## src/core/pll_cfg_pkg.sv

```systemverilog
package pll_cfg_pkg;

   // -----------------------------------------------------------------
   // bus addressing and framing
   // -----------------------------------------------------------------
   localparam logic [6:0] DEVICE_ADDR = 7'h6A;   // plain fixed address, compared directly, no strap logic
   localparam logic [7:0] COUNT_RST   = 8'h08;   // byte count returned before any write
   localparam logic [3:0] BITS_RX     = 4'h8;
   localparam logic [3:0] BITS_TX_END = 4'h7;

   typedef enum logic [1:0] {
      PH_ADDR  = 2'h0,
      PH_OFFS  = 2'h1,
      PH_COUNT = 2'h3,
      PH_DATA  = 2'h2
   } phase_t;

   typedef enum logic [2:0] {
      ST_IDLE   = 3'h0,
      ST_RX     = 3'h1,
      ST_RX_ACK = 3'h3,
      ST_TX     = 3'h2,
      ST_TX_ACK = 3'h6
   } bus_state_t;

   // -----------------------------------------------------------------
   // register offsets and reset values
   // -----------------------------------------------------------------
   localparam int unsigned OFF_VARIANT  = 1;
   localparam int unsigned OFF_TRIM     = 2;
   localparam int unsigned OFF_PLL3_REF = 3;
   localparam int unsigned OFF_PLL3_FBL = 4;
   localparam int unsigned OFF_PLL3_FLT = 5;
   localparam int unsigned OFF_PLL3_CP  = 6;
   localparam int unsigned OFF_PLL1_CTL = 7;
   localparam int unsigned OFF_PLL1_REF = 8;
   localparam int unsigned OFF_FIRST    = OFF_VARIANT;
   localparam int unsigned OFF_LAST     = OFF_PLL1_REF;

   localparam logic [7:0] RST_VARIANT  = 8'h00;
   localparam logic [7:0] RST_TRIM     = 8'h11;
   localparam logic [7:0] RST_PLL3_REF = 8'h1A;
   localparam logic [7:0] RST_PLL3_FBL = 8'hE0;
   localparam logic [7:0] RST_PLL3_FLT = 8'h11;
   localparam logic [7:0] RST_PLL3_CP  = 8'h6C;
   localparam logic [7:0] RST_PLL1_CTL = 8'h23;
   localparam logic [7:0] RST_PLL1_REF = 8'h1A;
   localparam logic [8:1][7:0] RST_IMAGE = {RST_PLL1_REF, RST_PLL1_CTL, RST_PLL3_CP,
      RST_PLL3_FLT, RST_PLL3_FBL, RST_PLL3_REF, RST_TRIM, RST_VARIANT};

   // -----------------------------------------------------------------
   // field positions
   // -----------------------------------------------------------------
   localparam int unsigned POS_BYP1     = 7;   // offsets 0x03 and 0x08
   localparam int unsigned POS_BYP2     = 6;
   localparam int unsigned POS_FILT_LSB = 3;   // offset 0x05, bits 7..3
   localparam int unsigned POS_CP_SRC   = 7;   // offset 0x06
   localparam int unsigned POS_CP_W_LSB = 3;   // weights x8..x1 in bits 6..3
   localparam int unsigned POS_CP_D24   = 2;
   localparam int unsigned POS_CP_D3    = 1;
   localparam int unsigned POS_CP_BIAS  = 0;
   localparam int unsigned POS_DOUBLER  = 7;   // offset 0x07
   localparam int unsigned POS_P1_BIAS  = 6;
   localparam int unsigned POS_CH2_EN   = 5;
   localparam int unsigned POS_POLE3    = 4;
   localparam logic [5:0]  DIV_BYP1     = 6'h01;
   localparam logic [5:0]  DIV_BYP2     = 6'h02;
   localparam logic [4:0]  CP_DEN_24    = 5'h18;
   localparam logic [4:0]  CP_DEN_3     = 5'h03;

   // offset lies inside the implemented bank
   function automatic logic is_mapped(input logic [7:0] off);
      return (off >= 8'(OFF_FIRST)) && (off <= 8'(OFF_LAST));
   endfunction

endpackage

```

## src/core/cfg_byte_bank.sv

```systemverilog
`timescale 1ns/1ps
`default_nettype none
module cfg_byte_bank (
   input  wire logic        ref_clk_i,
   input  wire logic        rst_i,
   input  wire logic        wr_en_i,
   input  wire logic [7:0]  wr_addr_i,
   input  wire logic [7:0]  wr_data_i,
   input  wire logic [7:0]  rd_addr_i,
   output logic      [7:0]  rd_data_o,
   output logic      [63:0] image_o
);
   import pll_cfg_pkg::*;

   logic [7:0] bytes_q [1:8];

   // -----------------------------------------------------------------
   // storage, one byte per offset
   // -----------------------------------------------------------------
   for (genvar i = 1; i <= 8; i++) begin : g_byte
      // byte loads only on a committed write to its own offset
      always_ff @(posedge ref_clk_i) begin
         if (rst_i) begin
            bytes_q[i] <= RST_IMAGE[i];
         end else if (wr_en_i && (wr_addr_i == 8'(i))) begin
            bytes_q[i] <= wr_data_i;
         end
      end
      assign image_o[8*(i-1) +: 8] = bytes_q[i];
   end

   // registered read port; holes read as zero
   always_ff @(posedge ref_clk_i) begin
      if (rst_i) begin
         rd_data_o <= 8'h00;
      end else if (is_mapped(rd_addr_i)) begin
         rd_data_o <= bytes_q[rd_addr_i[3:0]];
      end else begin
         rd_data_o <= 8'h00;
      end
   end

endmodule // cfg_byte_bank
`default_nettype wire

```

## src/core/pll_divider_config_regs.sv

```systemverilog
`timescale 1ns/1ps
`default_nettype none
module pll_divider_config_regs (
   input  wire logic        ref_clk_i,
   input  wire logic        rst_i,
   input  wire logic        scl_i,
   input  wire logic        sda_i,
   output logic             sda_o,
   output logic             sda_oe_o,
   output logic      [7:0]  variant_id_o,
   output logic      [7:0]  crystal_trim_o,
   output logic             pll3_ref_bypass_div1_o,
   output logic             pll3_ref_bypass_div2_o,
   output logic      [5:0]  pll3_ref_divider_o,
   output logic      [5:0]  pll3_ref_effective_o,
   output logic      [10:0] pll3_feedback_divider_o,
   output logic      [4:0]  pll3_filter_res_o,
   output logic      [3:0]  pll3_pump_weight_o,
   output logic             pll3_pump_divide_24_o,
   output logic             pll3_pump_divide_3_o,
   output logic             pll3_bias_select_o,
   output logic      [4:0]  pll3_pump_numerator_o,
   output logic      [4:0]  pll3_pump_denominator_o,
   output logic             divider3_source_select_o,
   output logic             pll1_ref_doubler_o,
   output logic             pll1_bias_select_o,
   output logic             pll1_second_channel_enable_o,
   output logic             pll1_third_pole_enable_o,
   output logic      [3:0]  output_divider_five_o,
   output logic      [5:0]  output_divider_five_ratio_o,
   output logic             pll1_ref_bypass_div1_o,
   output logic             pll1_ref_bypass_div2_o,
   output logic      [5:0]  pll1_ref_divider_o,
   output logic      [5:0]  pll1_ref_effective_o
);
   import pll_cfg_pkg::*;

   // -----------------------------------------------------------------
   // declarations
   // -----------------------------------------------------------------
   logic        scl_q;
   logic        sda_q;
   logic        scl_rise;
   logic        scl_fall;
   logic        start_det;
   logic        stop_det;
   bus_state_t  state_q;
   phase_t      phase_q;
   logic [3:0]  bit_cnt_q;
   logic [7:0]  shift_q;
   logic [7:0]  tx_q;
   logic [7:0]  ptr_q;
   logic [7:0]  count_q;
   logic [7:0]  left_q;
   logic        ack_seen_q;
   logic        wr_en_q;
   logic [7:0]  wr_addr_q;
   logic [7:0]  wr_data_q;
   logic [7:0]  rd_data;
   logic [63:0] image;
   logic [8:1][7:0] src;
   logic        addr_hit;

   // -----------------------------------------------------------------
   // helpers
   // -----------------------------------------------------------------
   // fixed bypass wins over the programmable divider, divide-by-1 first
   function automatic logic [5:0] ref_eff(input logic [7:0] b);
      if (b[POS_BYP1]) begin
         return DIV_BYP1;
      end else if (b[POS_BYP2]) begin
         return DIV_BYP2;
      end
      return b[5:0];
   endfunction

   // divider 5 ratio: high pair times low pair
   function automatic logic [5:0] div5_ratio(input logic [3:0] f);
      logic [5:0] hi;
      logic [5:0] lo;
      hi = 6'h01;
      lo = 6'h01;
      case (f[3:2])
         2'h0:    hi = 6'h01;
         2'h1:    hi = 6'h02;
         2'h2:    hi = 6'h04;
         default: hi = 6'h05;
      endcase
      case (f[1:0])
         2'h0:    lo = 6'h01;
         2'h1:    lo = 6'h03;
         2'h2:    lo = 6'h05;
         default: lo = 6'h0A;
      endcase
      return 6'(hi * lo);
   endfunction

   // -----------------------------------------------------------------
   // bus line history and edge detection
   // -----------------------------------------------------------------
   // previous samples, idle high
   always_ff @(posedge ref_clk_i) begin
      if (rst_i) begin
         scl_q <= 1'b1;
         sda_q <= 1'b1;
      end else begin
         scl_q <= scl_i;
         sda_q <= sda_i;
      end
   end

   assign scl_rise  = scl_i & ~scl_q;
   assign scl_fall  = ~scl_i & scl_q;
   assign start_det = scl_i & scl_q & sda_q & ~sda_i;
   assign stop_det  = scl_i & scl_q & ~sda_q & sda_i;
   assign addr_hit  = (shift_q[7:1] == DEVICE_ADDR);

   // open-drain data line only ever pulls low
   always_ff @(posedge ref_clk_i) begin
      sda_o <= 1'b0;
   end

   // -----------------------------------------------------------------
   // serial protocol engine
   // -----------------------------------------------------------------
   // byte framing, acknowledge, pointer and write commit
   always_ff @(posedge ref_clk_i) begin
      if (rst_i) begin
         state_q    <= ST_IDLE;
         phase_q    <= PH_ADDR;
         bit_cnt_q  <= 4'h0;
         shift_q    <= 8'h00;
         tx_q       <= 8'h00;
         ptr_q      <= 8'h00;
         count_q    <= COUNT_RST;
         left_q     <= 8'h00;
         ack_seen_q <= 1'b0;
         sda_oe_o   <= 1'b0;
         wr_en_q    <= 1'b0;
         wr_addr_q  <= 8'h00;
         wr_data_q  <= 8'h00;
      end else begin
         wr_en_q <= 1'b0;
         if (stop_det) begin
            state_q  <= ST_IDLE;
            sda_oe_o <= 1'b0;
         end else if (start_det) begin
            state_q   <= ST_RX;
            phase_q   <= PH_ADDR;
            bit_cnt_q <= 4'h0;
            sda_oe_o  <= 1'b0;
         end else begin
            case (state_q)
               ST_IDLE: begin
                  sda_oe_o <= 1'b0;
               end
               ST_RX: begin
                  if (scl_rise) begin
                     shift_q   <= {shift_q[6:0], sda_i};
                     bit_cnt_q <= bit_cnt_q + 4'h1;
                  end else if (scl_fall && (bit_cnt_q == BITS_RX)) begin
                     if ((phase_q == PH_ADDR) && !addr_hit) begin
                        state_q <= ST_IDLE;                      // foreign address, no ack
                     end else begin
                        state_q  <= ST_RX_ACK;
                        sda_oe_o <= 1'b1;
                     end
                  end
               end
               ST_RX_ACK: begin
                  if (scl_fall) begin
                     sda_oe_o  <= 1'b0;
                     bit_cnt_q <= 4'h0;
                     state_q   <= ST_RX;
                     case (phase_q)
                        PH_ADDR: begin
                           if (shift_q[0]) begin
                              state_q  <= ST_TX;
                              phase_q  <= PH_COUNT;
                              tx_q     <= count_q;
                              sda_oe_o <= ~count_q[7];
                           end else begin
                              phase_q <= PH_OFFS;
                           end
                        end
                        PH_OFFS: begin
                           ptr_q   <= shift_q;
                           phase_q <= PH_COUNT;
                        end
                        PH_COUNT: begin
                           count_q <= shift_q;
                           left_q  <= shift_q;
                           phase_q <= PH_DATA;
                        end
                        default: begin
                           if (left_q != 8'h00) begin
                              wr_en_q   <= is_mapped(ptr_q);
                              wr_addr_q <= ptr_q;
                              wr_data_q <= shift_q;
                              ptr_q     <= ptr_q + 8'h01;
                              left_q    <= left_q - 8'h01;
                           end
                        end
                     endcase
                  end
               end
               ST_TX: begin
                  if (scl_fall) begin
                     if (bit_cnt_q == BITS_TX_END) begin
                        state_q  <= ST_TX_ACK;
                        sda_oe_o <= 1'b0;
                     end else begin
                        tx_q      <= {tx_q[6:0], 1'b0};
                        sda_oe_o  <= ~tx_q[6];
                        bit_cnt_q <= bit_cnt_q + 4'h1;
                     end
                  end
               end
               ST_TX_ACK: begin
                  if (scl_rise) begin
                     ack_seen_q <= ~sda_i;
                  end else if (scl_fall) begin
                     if (ack_seen_q) begin
                        state_q   <= ST_TX;
                        phase_q   <= PH_DATA;
                        tx_q      <= rd_data;
                        sda_oe_o  <= ~rd_data[7];
                        bit_cnt_q <= 4'h0;
                        ptr_q     <= ptr_q + 8'h01;
                     end else begin
                        state_q <= ST_IDLE;                      // host nack ends the read
                     end
                  end
               end
               default: begin
                  state_q  <= ST_IDLE;
                  sda_oe_o <= 1'b0;
               end
            endcase
         end
      end
   end

   // -----------------------------------------------------------------
   // register storage
   // -----------------------------------------------------------------
   cfg_byte_bank u_bank (
      .ref_clk_i (ref_clk_i),
      .rst_i     (rst_i),
      .wr_en_i   (wr_en_q),
      .wr_addr_i (wr_addr_q),
      .wr_data_i (wr_data_q),
      .rd_addr_i (ptr_q),
      .rd_data_o (rd_data),
      .image_o   (image)
   );

   // reset presents the documented image directly
   assign src = rst_i ? RST_IMAGE : image;

   // -----------------------------------------------------------------
   // field outputs
   // -----------------------------------------------------------------
   // identifier and trim bytes
   always_ff @(posedge ref_clk_i) begin
      variant_id_o   <= src[OFF_VARIANT];
      crystal_trim_o <= src[OFF_TRIM];
   end

   // pll3 reference and feedback dividers
   always_ff @(posedge ref_clk_i) begin
      pll3_ref_bypass_div1_o  <= src[OFF_PLL3_REF][POS_BYP1];
      pll3_ref_bypass_div2_o  <= src[OFF_PLL3_REF][POS_BYP2];
      pll3_ref_divider_o      <= src[OFF_PLL3_REF][5:0];
      pll3_ref_effective_o    <= ref_eff(src[OFF_PLL3_REF]);
      pll3_feedback_divider_o <= {src[OFF_PLL3_FLT][2:0],
                                  src[OFF_PLL3_FBL]};
      pll3_filter_res_o       <= src[OFF_PLL3_FLT][7:POS_FILT_LSB];
   end

   // pll3 charge pump and divider 3 source
   always_ff @(posedge ref_clk_i) begin
      pll3_pump_weight_o       <= src[OFF_PLL3_CP][6:POS_CP_W_LSB];
      pll3_pump_divide_24_o    <= src[OFF_PLL3_CP][POS_CP_D24];
      pll3_pump_divide_3_o     <= src[OFF_PLL3_CP][POS_CP_D3];
      pll3_bias_select_o       <= src[OFF_PLL3_CP][POS_CP_BIAS];
      divider3_source_select_o <= src[OFF_PLL3_CP][POS_CP_SRC];
      pll3_pump_numerator_o    <= 5'({1'b0, src[OFF_PLL3_CP][6:POS_CP_W_LSB]}
                                  << src[OFF_PLL3_CP][POS_CP_BIAS]);
      pll3_pump_denominator_o  <= (src[OFF_PLL3_CP][POS_CP_D24] ? CP_DEN_24 : 5'h00)
                                + (src[OFF_PLL3_CP][POS_CP_D3] ? CP_DEN_3 : 5'h00);
   end

   // pll1 controls and divider 5
   always_ff @(posedge ref_clk_i) begin
      pll1_ref_doubler_o           <= src[OFF_PLL1_CTL][POS_DOUBLER];
      pll1_bias_select_o           <= src[OFF_PLL1_CTL][POS_P1_BIAS];
      pll1_second_channel_enable_o <= src[OFF_PLL1_CTL][POS_CH2_EN];
      pll1_third_pole_enable_o     <= src[OFF_PLL1_CTL][POS_POLE3];
      output_divider_five_o        <= src[OFF_PLL1_CTL][3:0];
      output_divider_five_ratio_o  <= div5_ratio(src[OFF_PLL1_CTL][3:0]);
   end

   // pll1 reference divider
   always_ff @(posedge ref_clk_i) begin
      pll1_ref_bypass_div1_o <= src[OFF_PLL1_REF][POS_BYP1];
      pll1_ref_bypass_div2_o <= src[OFF_PLL1_REF][POS_BYP2];
      pll1_ref_divider_o     <= src[OFF_PLL1_REF][5:0];
      pll1_ref_effective_o   <= ref_eff(src[OFF_PLL1_REF]);
   end
endmodule // pll_divider_config_regs
`default_nettype wire

```

## config.mk

```make
export PLATFORM = sky130hd
export DESIGN_NAME = pll_divider_config_regs
export DESIGN_NICKNAME = d
export VERILOG_FILES = /design/src/core/pll_cfg_pkg.sv /design/src/core/cfg_byte_bank.sv /design/src/core/pll_divider_config_regs.sv
export SDC_FILE = /design/constraint.sdc
export NUM_CORES = 1
export LEC_CHECK = 0
export ABC_CLOCK_PERIOD_IN_PS = 2650
export BUFFER_PORTS_ARGS = -buffer_cell sky130_fd_sc_hd__buf_2
export CAP_MARGIN = 5
export CORE_MARGIN = 1.5
export CORE_UTILIZATION = 35
export DETAILED_ROUTE_END_ITERATION = 12
export HOLD_SLACK_MARGIN = 0.02
export SKIP_CTS_REPAIR_TIMING = 1
export SLEW_MARGIN = 20
export SYNTH_ARGS = -nofsm -noshare
export SYNTH_HDL_FRONTEND = slang
export SYNTH_SLANG_ARGS = --single-unit
```

## constraint.sdc

```tcl
create_clock -name ref_clk_i -period 2.65 [get_ports ref_clk_i]
set_input_delay 0.265 -clock ref_clk_i [delete_from_list [all_inputs] [get_ports ref_clk_i]]
set_output_delay 0.265 -clock ref_clk_i [all_outputs]
set_load 0.02 [all_outputs]
```

# Word-level counts from Yosys, hierarchy flattened
# Memory sizes are Yosys's and may differ from the RTL's. A register that Yosys moved wholly into a read port is not among the register bits.
# Cells that the tools add are included.
# classes
addsub	4
n_mul	1
magnitude_cmp	2
n_eq_ne	47
n_shift	1
mux	109
bitwise_logic	31
n_reduce_logical	41
# ops
operator	n
$mux W8	14
$mux W64	1
$mux W7	8
$pmux W8 S2	3
$mux W1	42
$mux W6	6
$ne A3 B3 Y1 const B	11
$eq A8 B3 Y1 const B	4
$mux W4	8
$ne A2 B2 Y1 const B	14
$reduce_and A8 Y1	3
$mux W2	11
$mux W3	7
$pmux W7 S3	1
$reduce_and A9 Y1	2
$eq A8 B2 Y1 const B	2
$not A1 Y1	16
$pmux W4 S4	1
$pmux W3 S5	1
$pmux W4 S3	1
$reduce_and A6 Y1	2
$logic_and A1 B1 Y1	11
$reduce_and A11 Y1	1
$pmux W3 S3	1
38 further kinds	65
# word_totals
register_bits	161
ram_bits	64
inputBits	4
elab_cells	278
n_memories	1
# memory_table
memory	words	width	read_ports	rd_ports_with_merged_regs	write_ports	line	source
u_bank.bytes_q	8	8	9	1	8	cfg_byte_bank.sv:15	logic [7:0] bytes_q [1:8];

# Depth between registers and ports, before layout
# Gate-level depths: netlist (run 1).
# logic_depth
ltp_word	8
mapped_depth	12

# Cells and area by module
# From an unflattened synthesis (run 1), not the netlist that was laid out.
# hier_totals
hier_cells	908
area_unflattened_um2	9659.3
# by_module_without_submodules
module	instances	cells_per_inst	area_per_inst_um2	seq_area_each_um2
pll_divider_config_regs	1	667	6382.4	3123.0
cfg_byte_bank	1	241	3276.9	2082.0

# Worst setup path before layout (run 1)
# No wires, ideal clock.
# synth_path
path_kind	in2reg
startpoint	input port rst_i
endpoint	register output_divider_five_ratio_o[4]
arrival_ns	2.773
required_ns	2.532
setup_slack_ns	-0.241
cell_stages	11
path_buffers	3
cell_sequence	clkbuf_1 > clkbuf_1 > clkbuf_1 > nor2b_1 > ha_1 > and3_1 > fa_1 > ha_1 > inv_1 > fa_1 > xnor2_1
# synth_lines
element	line	source
start, declared	pll_divider_config_regs.sv:5	input wire logic rst_i,
end signal, assigned	pll_divider_config_regs.sv:301	output_divider_five_ratio_o <= div5_ratio(src[OFF_PLL1_CTL][3:0]);
end, declared	pll_divider_config_regs.sv:30	output logic [5:0] output_divider_five_ratio_o,

# Worst setup path after layout (run 1)
# layout_path
startpoint	input port rst_i
endpoint	register output_divider_five_ratio_o[5]
# layout_via
elab_chain_cells	4
# layout_lines
element	line	source
$mux W64 *	pll_divider_config_regs.sv:259	assign src = rst_i ? RST_IMAGE : image;
$eq A2 B2 Y1, or another cell as far along	pll_divider_config_regs.sv:83	case (f[3:2])
$pmux W3 S3 or $pmux W4 S3 (tied branches)	pll_divider_config_regs.sv:83, pll_divider_config_regs.sv:89	
$mul A6 B6 Y6 *	pll_divider_config_regs.sv:95	return 6'(hi * lo);
# Every way passes the cells marked *; elsewhere a longest branch is shown, timed or not.
# A chain may end at the register's enable or synchronous reset.

==> results.rst, run 1 <==
.. list-table::
   :header-rows: 1

   * - Metric
     - Value
   * - Count of final setup violators
     - 0
   * - Count of synthesis-stage warnings from yosys
     - 0
   * - Area Growth Syn to Fin
     - 18.2%
   * - Total via count in the routed design
     - 6727
   * - Met1 demand-to-capacity share in global routing
     - about a fifth
   * - Vertical die dimension
     - roughly 170 um
   * - Sequential share of the synthesized area
     - 54.7%
   * - Inserted Diodes
     - 0
   * - Floorplan core area
     - 26800 um2
   * - Class of the most critical setup path
     - in -> reg
   * - Cell Count Post-Placement
     - 1315
   * - Cell breakdown of the critical path
     - dlygate4sd3_1, buf_4, nand2b_1, ha_1, nand2_1, fa_1, inv_1, ha_1, a21o_1, a21oi_1, xnor2_1
   * - Hold WC Path Type
     - in -> reg
   * - Count of non-filler cells in the finished layout
     - 1362
   * - GRT Resource Usage Total
     - 15.5%
   * - Reported max-cap violation count
     - 0
   * - First-pass GRT wire length
     - 35400 um
   * - Period Utilization, post-route
     - between 90% and 100%
   * - Nets@finish
     - 1028
   * - Number of flip-flops and latches in the synthesized netlist
     - 228
   * - Critical Path Source Type
     - input pin
   * - Status
     - completed
   * - CTS buffer count
     - 25
   * - Worst-case clock buffer depth
     - 3
   * - Peak fanout along the critical path
     - 6
   * - Top FF cell, synth
     - dfxtp_1
   * - Clock Latency Late Sink
     - 0.53 ns
   * - Total number of placement rows
     - 60
   * - Antenna viol nets, final
     - 0
   * - Final weighted congestion in routability-driven placement
     - 0.795
   * - Total count of max-transition violations in the final report
     - 0
   * - Kind of end point of the critical path
     - register
   * - Largest delay contributor family on the critical path
     - adder cells
   * - Remaining design rule violation count
     - 0
   * - Post-Route Hold Slack
     - roughly 0.040 ns
   * - Top cells by area, synth
     - dfxtp_1, edfxtp_1, mux2i_1, nor2b_1, and2_1
   * - Initial DRT Pass Iterations
     - 4
   * - Clock transition at the register clock pins on the worst setup and hold paths after CTS
     - approximately 0.06 ns
   * - Number of clock sinks
     - approximately 230
   * - PwrDens
     - between 700 and 800 nW/um2
   * - Initial Utilization
     - between 30% and 40%
   * - Top-area cell type share of the netlist area
     - 34.5%
   * - Setup Skew
     - 0.0121 ns
   * - Proportion of layout cells with a drive suffix above 1
     - 19.9%
   * - GRT met2 Usage
     - 25.3%
   * - Vias per std cell
     - 4.94
   * - Horizontal die dimension
     - 168 um
   * - Req. time, crit path
     - about 3.1 ns
   * - Average instance area after synthesis
     - 10.5 um2
   * - Most instantiated cells after synthesis
     - dfxtp_1, nor2_1, edfxtp_1
   * - Total wirelength of the detailed-routed design
     - 21900 um
   * - Overflow after GRT
     - 0
   * - Netlist area before placement
     - between 9000 and 10000 um2
   * - Data arrival time of the critical path
     - 2.88 ns
   * - CTS tree
     - yes
   * - Yosys top cell by area
     - dfxtp_1
   * - Achievable frequency
     - 0.407 GHz
   * - Die footprint
     - 28200 um2
   * - Pin slew with the least headroom to its limit
     - 0.754 ns
   * - Post-placement worst setup slack
     - 0.196 ns
   * - Maximum number of pins on one net before global-route repair
     - 74
   * - Port Buf Inserts
     - 95
   * - Met3 Track Usage GR
     - 2.52%
   * - Static power due to leakage
     - 4.35 nW
   * - Async set or reset register ratio after synthesis
     - 0%
   * - Crit-path most repeated cell
     - ha_1
   * - Post-DP HPWL
     - 14900 um
   * - IR Drop Worst-Case VDD
     - about 0.00037 V
   * - Antenna violations before repair
     - 0
   * - Post-layout min period
     - 2.46 ns
   * - Violation count after the first detailed-routing iteration
     - 356
   * - Most used standard cell by instance count after synthesis
     - dfxtp_1
   * - Slew HR
     - 49.7%
   * - Number of global-route vias before repair
     - 6425
   * - Final critical-path setup slack
     - 0.192 ns
   * - EDFF count, synth
     - 64
   * - Drt wl/cell
     - 16.1 um
   * - Peak-usage layer in the global routing report
     - met2
   * - Slowest cell on the critical path
     - fa_1
   * - Count of distinct cell types in the synthesized netlist
     - 64
   * - Buffer and inverter count on the worst path
     - 3
   * - Hold Fails Final Rpt
     - 0
   * - Largest stage delay on the critical path
     - between 0.5 and 0.6 ns
   * - Clock Root Buffer
     - clkbuf_16
   * - Number of cells produced by synthesis
     - 910
   * - I/O pins
     - 98
   * - Number of H-tree branching levels
     - 1
[stage by stage]
stage | instance area (um2) | setup TNS (ns) | total power (W) | util, %
after detailed placement | 10300 | 0 | 0.00422 | 38.6
after CTS | 11200 | 0 | 0.00800 | 41.9
after global routing | 11300 | -0.00720 | 0.00818 | 42.0
final | 11300 | 0 | 0.00791 | 42.0
after floorplan | 9530 | 0 | 0.00408 | -
after global placement | 10300 | 0 | 0.00422 | 38.6
[layer usage]
metal | share of wire (%) | vias up
li1 | - | 3353
met2 | 46 | 150
met1 | 46 | 3188
met3 | 4.6 | 36
met5 | 0 | -
met4 | 2.5 | 0
[final cells by class]
type	instances	area [um2]
Clock inverter	8	129
Multi-Input combinational cell	607	3980
Timing Repair Buffer	118	653
Fill cell	2578	15500
Inverter	22	82.6
Clock buffer	38	778
Sequential cell	228	5200
Tap cell	341	427
[worst paths after layout]
path / end / from / depth (start not counted) / slack (ns)
worst max-delay path: output_divider_five_ratio_o[5] / rst_i / 11 / 0.19
worst min-delay path: ack_seen_q / sda_i / 2 / 0.04
worst max register to register: output_divider_five_ratio_o[5] / u_bank.bytes_q[7][1] / 9 / 0.24
worst min register to register: pll3_feedback_divider_o[8] / u_bank.bytes_q[5][0] / 1 / 0.47
[report_power, final]
part           switching, W  leakage (nW)  internal [W]
combinational      0.000257          1.97      0.000140
clock               0.00144         0.446       0.00233
sequential        0.0000489          1.93       0.00369
[worst register-to-register path, delay by kind of cell, from the launching register on]
kind	cells	cell delay [ns]
AND/OR/NAND/NOR	3	0.57
buffers and inverters	1	0.06
XOR/XNOR	1	0.08
flip-flops	1	0.42
AO/OA/AOI/OAI	2	0.34
adder cells (fa/ha/maj)	2	0.84
[kinds of logic (layout without fill, tap and decap cells)]
logic type | count (synthesis) | after routing | synth area share [%]
other | 1 | 2 | 0.0394
muxes | 49 | 49 | 6.23
DFF | 228 | 228 | 54.7
AOI/OAI and AO/OA | 148 | 148 | 9.91
buffers and inverters | 76 | 186 | 3.61
and+or+nand+nor | 380 | 380 | 21.9
adders and majority gates | 22 | 22 | 3.13
xor gates and xnor gates | 6 | 6 | 0.552
[placed cells by master (no fill, tap or decap), types with 18 or more instances in the layout]
| master | count |
|---|---|
| buf_4 | 23 |
| inv_1 | 22 |
| nand2b_1 | 18 |
| nand2_1 | 59 |
| nor2_1 | 71 |
| clkbuf_16 | 28 |
| nand3_1 | 21 |
| o21ai_0 | 19 |
| or3_1 | 21 |
| ha_1 | 19 |
| nor2b_1 | 57 |
| buf_2 | 94 |
| or2_2 | 27 |
| dfxtp_1 | 164 |
| edfxtp_1 | 64 |
| mux2i_1 | 39 |
| a21oi_1 | 57 |
| and2_1 | 48 |
[sequential cells by signal (all words and copies together) (netlist names), 6 cells and up]
signal                       cells
wr_data_q                        8
crystal_trim_o                   8
u_bank.bytes_q                  64
pll3_ref_divider_o               6
output_divider_five_ratio_o      6
pll1_ref_effective_o             6
pll1_ref_divider_o               6
left_q                           8
pll3_feedback_divider_o         11
wr_addr_q                        8
variant_id_o                     8
pll3_ref_effective_o             6
tx_q                             7
ptr_q                            8
u_bank.rd_data_o                 8
shift_q                          8
count_q                          8
Note: power is estimated with default switching activity, not from simulation.
==> inputs of run 2 (changes only) <==
--- a/config.mk
+++ b/config.mk
@@ -16,4 +16,5 @@
 export SLEW_MARGIN = 20
 export SYNTH_ARGS = -nofsm -noshare
 export SYNTH_HDL_FRONTEND = slang
+export SYNTH_HIERARCHICAL = 1
 export SYNTH_SLANG_ARGS = --single-unit
==> run 2 against run 1 <==
Compared with the run above:
- routed wire length increased by 4.2%
- non-clock buffer count up 6
- highest routed layer is now met5
- via count rose by 2.4%
- critical path type unchanged
- synthesized cell count fell by 0.22%
==> results.rst, run 2 <==
.. list-table::
   :header-rows: 1

   * - Metric
     - Value
   * - Average instance area after synthesis
     - 10.6 um2
   * - Antenna viol nets, final
     - 0
   * - Final critical-path setup slack
     - 0.101 ns
   * - Fraction of power consumed by combinational cells
     - 4.7%
   * - Die footprint
     - approximately 29000 um2
   * - IR Drop Worst-Case VDD
     - 0.000446 V
   * - Clock transition at the register clock pins on the worst setup and hold paths after CTS
     - about 0.060 ns
   * - Post-route cell area
     - 11400 um2
   * - CTS buffer count
     - 27
   * - Total via count in the routed design
     - 6887
   * - Post-layout min period
     - 2.55 ns
   * - Most instantiated cells after synthesis
     - dfxtp_1, nor2_1, edfxtp_1
   * - Req. time, crit path
     - ~3.1 ns
   * - Met2 layer wire length in the routed design
     - 10200 um
   * - Netlist area before placement
     - 9660 um2
   * - Initial DRT Pass Iterations
     - 5
   * - Achievable frequency
     - 0.392 GHz
   * - Share of total power in sequential cells
     - roughly half
   * - Buffer and inverter count on the worst path
     - 3
   * - Most used standard cell by instance count after synthesis
     - dfxtp_1
   * - Most frequent standard cell in the layout excluding fill and tap cells
     - dfxtp_1
   * - Clock network power share
     - 46.9%
   * - Port Buf Inserts
     - 95
   * - Post-DP HPWL
     - around 16000 um
   * - Static power due to leakage
     - 4.50 nW
   * - Worst-case clock buffer depth
     - 3
   * - Slowest cell on the critical path
     - dlygate4sd3_1
   * - Overflow after GRT
     - 0
   * - Number of clock sinks
     - 228
   * - P_sw
     - 0.00175 W
   * - Post-Route Hold Slack
     - 0.0611 ns
   * - Slew HR
     - about half
   * - Number of cells produced by synthesis
     - 908
   * - Horizontal die dimension
     - 169 um
   * - Register with the highest flop count
     - u_bank/bytes_q
   * - Vertical die dimension
     - 169 um
   * - Antenna violations before repair
     - 1
   * - Period Utilization, post-route
     - a little under 100%
   * - Hold Fails Final Rpt
     - 0
   * - Total count of max-transition violations in the final report
     - 0
   * - Nets@finish
     - 1034
   * - Sequential share of the synthesized area
     - 53.9%
   * - Pin slew with the least headroom to its limit
     - 0.754 ns
   * - Registers with the most flip-flops
     - u_bank/bytes_q (64), pll3_feedback_divider_o (11)
   * - Yosys top cell by area
     - dfxtp_1
   * - Critical Path Source Type
     - input pin
   * - Inserted Diodes
     - 0
   * - Peak fanout along the critical path
     - 6
   * - GRT Resource Usage Total
     - 15.8%
   * - Async set or reset register ratio after synthesis
     - 0%
   * - Area Growth Syn to Fin
     - 18.4%
   * - Violation count after the first detailed-routing iteration
     - 520
   * - EDFF count, synth
     - 64
   * - Metal1 wirelength
     - between 10000 and 15000 um
   * - Maximum number of pins on one net before global-route repair
     - between 100 and 150
   * - Drt wl/cell
     - 16.7 um
   * - Top FF cell, synth
     - dfxtp_1
   * - Total number of placement rows
     - 60
   * - Sw frac
     - 22.7%
   * - Top-area cell type share of the netlist area
     - roughly 34%
   * - Number of H-tree branching levels
     - 1
   * - Most used cells in the layout excluding fill and tap cells
     - dfxtp_1, buf_2, nor2_1
   * - Remaining design rule violation count
     - 0
   * - Flip-flop count of the largest register, all copies and words added
     - 64
   * - Final weighted congestion in routability-driven placement
     - between 0.8 and 0.9
   * - First-pass GRT wire length
     - 36000 um
   * - Proportion of layout cells with a drive suffix above 1
     - 22.6%
   * - Initial Utilization
     - 35.7%
   * - Total wirelength of the detailed-routed design
     - 22800 um
   * - Floorplan core area
     - around 27000 um2
   * - Class of the most critical setup path
     - in -> reg
   * - Count of distinct cell types in the synthesized netlist
     - 75
   * - Top cells by area, synth
     - dfxtp_1, edfxtp_1, mux2i_1, nor2b_1, nor2_1
   * - Internal power component
     - 0.00596 W
   * - Clock Root Buffer
     - clkbuf_16
   * - Setup repair after global routing missed its margin
     - false
   * - I/O pins
     - 98
   * - Reported max-cap violation count
     - 0
   * - Number of flip-flops and latches in the synthesized netlist
     - 228
   * - Data arrival time of the critical path
     - roughly 3 ns
   * - Sum of negative setup slack
     - 0 ns
   * - CTS tree
     - yes
   * - Placed Area
     - about 11000 um2
   * - Cell breakdown of the critical path
     - dlygate4sd3_1, buf_4, nand2b_1, ha_1, and3_1, fa_1, ha_1, inv_1, fa_1, xnor2_1
   * - Largest delay contributor family on the critical path
     - adder cells
   * - Count of final setup violators
     - 0
   * - Status
     - completed
   * - PwrDens
     - 674 nW/um2
   * - Met3 WL
     - 1170 um
   * - Number of global-route vias before repair
     - 6621
   * - Clock Latency Late Sink
     - 0.54 ns
   * - Kind of end point of the critical path
     - register
   * - Post-placement worst setup slack
     - 0.191 ns
   * - Vias per std cell
     - 5.03
   * - Count of synthesis-stage warnings from yosys
     - 6
   * - Hold WC Path Type
     - in -> reg
   * - DR top layer
     - met5
   * - Setup Skew
     - 0.0137 ns
   * - Largest stage delay on the critical path
     - 0.60 ns
run 2: cell types whose count changed in the layout (fill, tap and decap cells not counted), sizes merged, moves of 7 or more:
cell | previous run | this run
and2 | 48 | 26
mux2 | 2 | 16
nor4 | 5 | 13
mux2i | 39 | 48
clkinv | 4 | 11
a21oi | 57 | 28
or3 | 21 | 14
inv | 23 | 39
nor3 | 16 | 34
nand3 | 22 | 11
run 2: power groups by stage:
stage	Sequential, W	Clock (W)	Combinational (W)
finish	0.00373	0.00362	0.000365
global route	0.00374	0.00384	0.000397
CTS	0.00373	0.00371	0.000367
detailed placement	0.00380	0	0.000366
global placement	0.00380	0	0.000363
floorplan	0.00386	0	0.000175
run 2: layout make-up:
type | count | area [um2]
Sequential cell | 228 | 5200
Fill cell | 2608 | 15600
Timing Repair Buffer | 124 | 711
Tap cell | 341 | 427
Multi-Input combinational cell | 592 | 4070
Clock inverter | 18 | 138
Inverter | 35 | 131
Clock buffer | 32 | 757
run 2: stage by stage:
step | std cells | utilization, % | total power (W)
6_report | 1370 | 42.3 | 0.00771
2_1_floorplan | 909 | - | 0.00404
4_1_cts | 1369 | 42.3 | 0.00781
3_3_place_gp | 1319 | 39.0 | 0.00417
5_1_grt | 1370 | 42.3 | 0.00798
3_5_place_dp | 1319 | 39.0 | 0.00417
run 2: final timing paths:
check	from	end	slack, ns	depth (start not counted)
max	rst_i	output_divider_five_ratio_o[4]	0.10	10
min	sda_i	sda_q	0.06	2
max reg2reg	u_bank/bytes_q[7][2]	output_divider_five_ratio_o[4]	0.26	8
min reg2reg	u_bank/bytes_q[5][0]	pll3_feedback_divider_o[8]	0.45	1
run 2: logic make-up (layout without fill, tap and decap cells):
| family | after synthesis | count (layout) | share of synthesized area (%) |
|---|---|---|---|
| AOI/OAI and AO/OA | 125 | 125 | 8.85 |
| xor gates and xnor gates | 4 | 4 | 0.363 |
| adders and majority gates | 22 | 22 | 3.08 |
| buffers and inverters | 89 | 209 | 3.99 |
| DFF | 228 | 228 | 53.9 |
| muxes | 72 | 72 | 8.70 |
| other | 1 | 2 | 0.0388 |
| and+or+nand+nor | 367 | 367 | 21.1 |
run 2: worst reg2reg max path, stage by stage, from the launching register on:
cell      delay, ns
edfxtp_1       0.38
nor2b_1        0.16
ha_1           0.33
and3_1         0.19
fa_1           0.48
ha_1           0.17
inv_1          0.06
fa_1           0.37
xnor2_1        0.14
run 2: per-layer routing:
layer | track usage (%) | up-vias
li1 | - | 3395
met1 | 22.3 | 3291
met2 | 24.4 | 167
met3 | 2.92 | 32
met4 | 4.81 | 2
met5 | 0 | -
==> inputs of run 3 (changes only) <==
--- a/config.mk
+++ b/config.mk
@@ -5,8 +5,8 @@
 export SDC_FILE = /design/constraint.sdc
 export NUM_CORES = 1
 export LEC_CHECK = 0
-export ABC_CLOCK_PERIOD_IN_PS = 2650
-export BUFFER_PORTS_ARGS = -buffer_cell sky130_fd_sc_hd__buf_2
+export ABC_CLOCK_PERIOD_IN_PS = 3100
+export BUFFER_PORTS_ARGS = -buffer_cell sky130_fd_sc_hd__buf_4
 export CAP_MARGIN = 5
 export CORE_MARGIN = 1.5
 export CORE_UTILIZATION = 35
@@ -16,5 +16,4 @@
 export SLEW_MARGIN = 20
 export SYNTH_ARGS = -nofsm -noshare
 export SYNTH_HDL_FRONTEND = slang
-export SYNTH_HIERARCHICAL = 1
 export SYNTH_SLANG_ARGS = --single-unit
==> constraint.sdc (replaced) <==
create_clock -name ref_clk_i -period 3.1 [get_ports ref_clk_i]
set_input_delay 0.31 -clock ref_clk_i [delete_from_list [all_inputs] [get_ports ref_clk_i]]
set_output_delay 0.31 -clock ref_clk_i [all_outputs]
set_load 0.02 [all_outputs]
==> run 3 against run 2 <==
Compared with the run above:
- clock power shrank 15%
- non-clock buffer count decreased by 16
- global-route usage decreased by 0.27 points
- register-to-register slack improved by 0.41 ns
- sequential power decreased by 14%
- clock skew about the same
- count of clock-buffer cells in the layout stayed put
- total power shrank 14%
- highest routed layer is now met4
- via count shrank 2.3%
- hold slack worse by 0.038 ns
- cell count is 1.5% lower
- flip-flop and latch count did not move
==> results.rst, run 3 (synthesis gave the netlist of run 1 again) <==
.. list-table::
   :header-rows: 1

   * - Metric
     - Value
   * - Status
     - completed
   * - Register with the highest flop count
     - u_bank.bytes_q
   * - Static power due to leakage
     - 4.35 nW
   * - Reported max-cap violation count
     - 0
   * - Final weighted congestion in routability-driven placement
     - ~0.78
   * - Cell breakdown of the critical path
     - nor2_1, nand3_1, fa_1, inv_1, ha_1, a21o_1, a21oi_1, xnor2_1
   * - Antenna violations before repair
     - 0
   * - Buffer and inverter count on the worst path
     - 1
   * - Total wirelength of the detailed-routed design
     - 22100 um
   * - Violation count after the first detailed-routing iteration
     - 518
   * - Period Utilization, post-route
     - 78.5%
   * - Count of final setup violators
     - 0
   * - Nets@finish
     - 1018
   * - Clock transition at the register clock pins on the worst setup and hold paths after CTS
     - 0.06 ns
   * - IR Drop Worst-Case VDD
     - 0.000321 V
   * - Initial DRT Pass Iterations
     - 5
   * - Setup Skew
     - 0.0140 ns
   * - Number of H-tree branching levels
     - 1
   * - Initial Utilization
     - approximately 36%
   * - Registers with the most flip-flops
     - u_bank.bytes_q (64), pll3_feedback_divider_o (11)
   * - Post-placement worst setup slack
     - 0.580 ns
   * - Setup repair after global routing missed its margin
     - false
   * - Class of the most critical setup path
     - reg -> reg
   * - CTS buffer count
     - 25
   * - Overflow after GRT
     - 0
   * - Cell Count Post-Placement
     - 1306
   * - Number of global-route vias before repair
     - 6441
   * - Peak fanout along the critical path
     - 7
   * - Vias per std cell
     - 4.98
   * - Worst-case clock buffer depth
     - 3
   * - CTS tree
     - yes
   * - Hold WC Path Type
     - in -> reg
   * - Kind of end point of the critical path
     - register
   * - Post-layout min period
     - approximately 2.4 ns
   * - Sum of negative setup slack
     - 0 ns
   * - GRT Resource Usage Total
     - 15.5%
   * - Floorplan core area
     - 26800 um2
   * - Antenna viol nets, final
     - 0
   * - Count of non-filler cells in the finished layout
     - 1350
   * - Number of clock sinks
     - 228
   * - Total count of max-transition violations in the final report
     - 0
   * - Post-DP HPWL
     - 15100 um
   * - Remaining design rule violation count
     - 0
   * - Inserted Diodes
     - 0
   * - Total number of placement rows
     - 60
   * - Data arrival time of the critical path
     - 2.90 ns
   * - Clock Root Buffer
     - clkbuf_16
   * - Proportion of layout cells with a drive suffix above 1
     - approximately a fifth
   * - Port Buf Inserts
     - 95
   * - Fillers
     - 2598
   * - PwrDens
     - 585 nW/um2
   * - Vertical die dimension
     - 168 um
   * - Req. time, crit path
     - 3.56 ns
   * - Achievable frequency
     - between 0.4 and 0.5 GHz
   * - Largest delay contributor family on the critical path
     - adder cells
   * - Final Util
     - around 42%
   * - Final critical-path setup slack
     - 0.666 ns
   * - Clock Latency Late Sink
     - 0.54 ns
   * - Pin slew with the least headroom to its limit
     - ~0.95 ns
   * - Area Growth Syn to Fin
     - 19.4%
   * - I/O pins
     - 98
   * - Die footprint
     - about 28000 um2
   * - Sum of internal, switching and leakage power
     - 0.00664 W
   * - Total via count in the routed design
     - 6726
   * - Flip-flop count of the largest register, all copies and words added
     - 64
   * - Hold Fails Final Rpt
     - 0
   * - Critical Path Source Type
     - register
   * - Drt wl/cell
     - 16.4 um
   * - Maximum number of pins on one net before global-route repair
     - 87
   * - Most frequent standard cell in the layout excluding fill and tap cells
     - dfxtp_1
   * - Slew HR
     - 36.7%
   * - First-pass GRT wire length
     - 35500 um
   * - Horizontal die dimension
     - 168 um
   * - Slowest cell on the critical path
     - fa_1
   * - Largest stage delay on the critical path
     - roughly 0.58 ns
   * - Most used cells in the layout excluding fill and tap cells
     - dfxtp_1, buf_4, nor2_1
-- run 3: cell types whose count changed in the layout (fill, tap and decap cells not counted), sizes merged, moves of 6 or more --
| cell | previous run | this run |
|---|---|---|
| a21oi | 28 | 57 |
| and2 | 26 | 48 |
| nor3 | 34 | 16 |
| buf | 123 | 108 |
| mux2 | 16 | 2 |
| inv | 39 | 26 |
| nand3 | 11 | 22 |
| mux2i | 48 | 39 |
| nor4 | 13 | 5 |
| or3 | 14 | 21 |
| a211o | 4 | 10 |
| o2111ai | 0 | 6 |
-- run 3: final timing paths --
path,startpoint,slack (ns),cells after the start,end
max,u_bank.bytes_q[7][0],0.67,8,output_divider_five_ratio_o[5]
min,sda_i,0.02,2,ack_seen_q
max reg2reg,u_bank.bytes_q[7][0],0.67,8,output_divider_five_ratio_o[5]
min reg2reg,u_bank.bytes_q[4][6],0.46,1,pll3_feedback_divider_o[6]
-- run 3: worst reg2reg max path: stages (launching register included) --
cell and delay, ns:
edfxtp_1 0.44, nor2_1 0.34, nand3_1 0.16, fa_1 0.58, inv_1 0.06, ha_1 0.29, a21o_1 0.19, a21oi_1 0.17
xnor2_1 0.13
-- run 3: final cells by class --
class,instances,area [um2],share of cell area (%)
clock buffer,32,728,6.41
tap,341,427,3.75
timing repair buffer,108,811,7.13
clock inverter,12,135,1.19
sequential,228,5200,45.8
multi-input combinational,607,3980,35.0
inverter,22,82.6,0.727
-- run 3: where the power goes --
| part | switching [W] | internal, W | total, W |
|---|---|---|---|
| combinational | 0.000217 | 0.000151 | 0.000367 |
| sequential | 0.0000480 | 0.00316 | 0.00321 |
| clock | 0.00123 | 0.00184 | 0.00307 |
| total | 0.00150 | 0.00515 | 0.00664 |
-- run 3: metrics by stage --
stage | area (um2) | hold slack (ns)
floorplan | 9530 | 0.406
CTS | 11400 | 0.00816
detailed placement | 10500 | 0.446
global route | 11400 | 0.0291
finish | 11400 | 0.0227
global placement | 10500 | 0.445
-- run 3: routing by layer --
metal / vias to the layer above / GRT usage, % / wire [um] / part of all wire [%]
met5: - / 0 / 0 / 0
met4: 0 / 5.48 / 711 / 3.2
met3: 41 / 2.21 / 900 / 4.1
met2: 155 / 24.6 / 9950 / 45
met1: 3191 / 21.6 / 10500 / 48
li1: 3339 / - / - / -
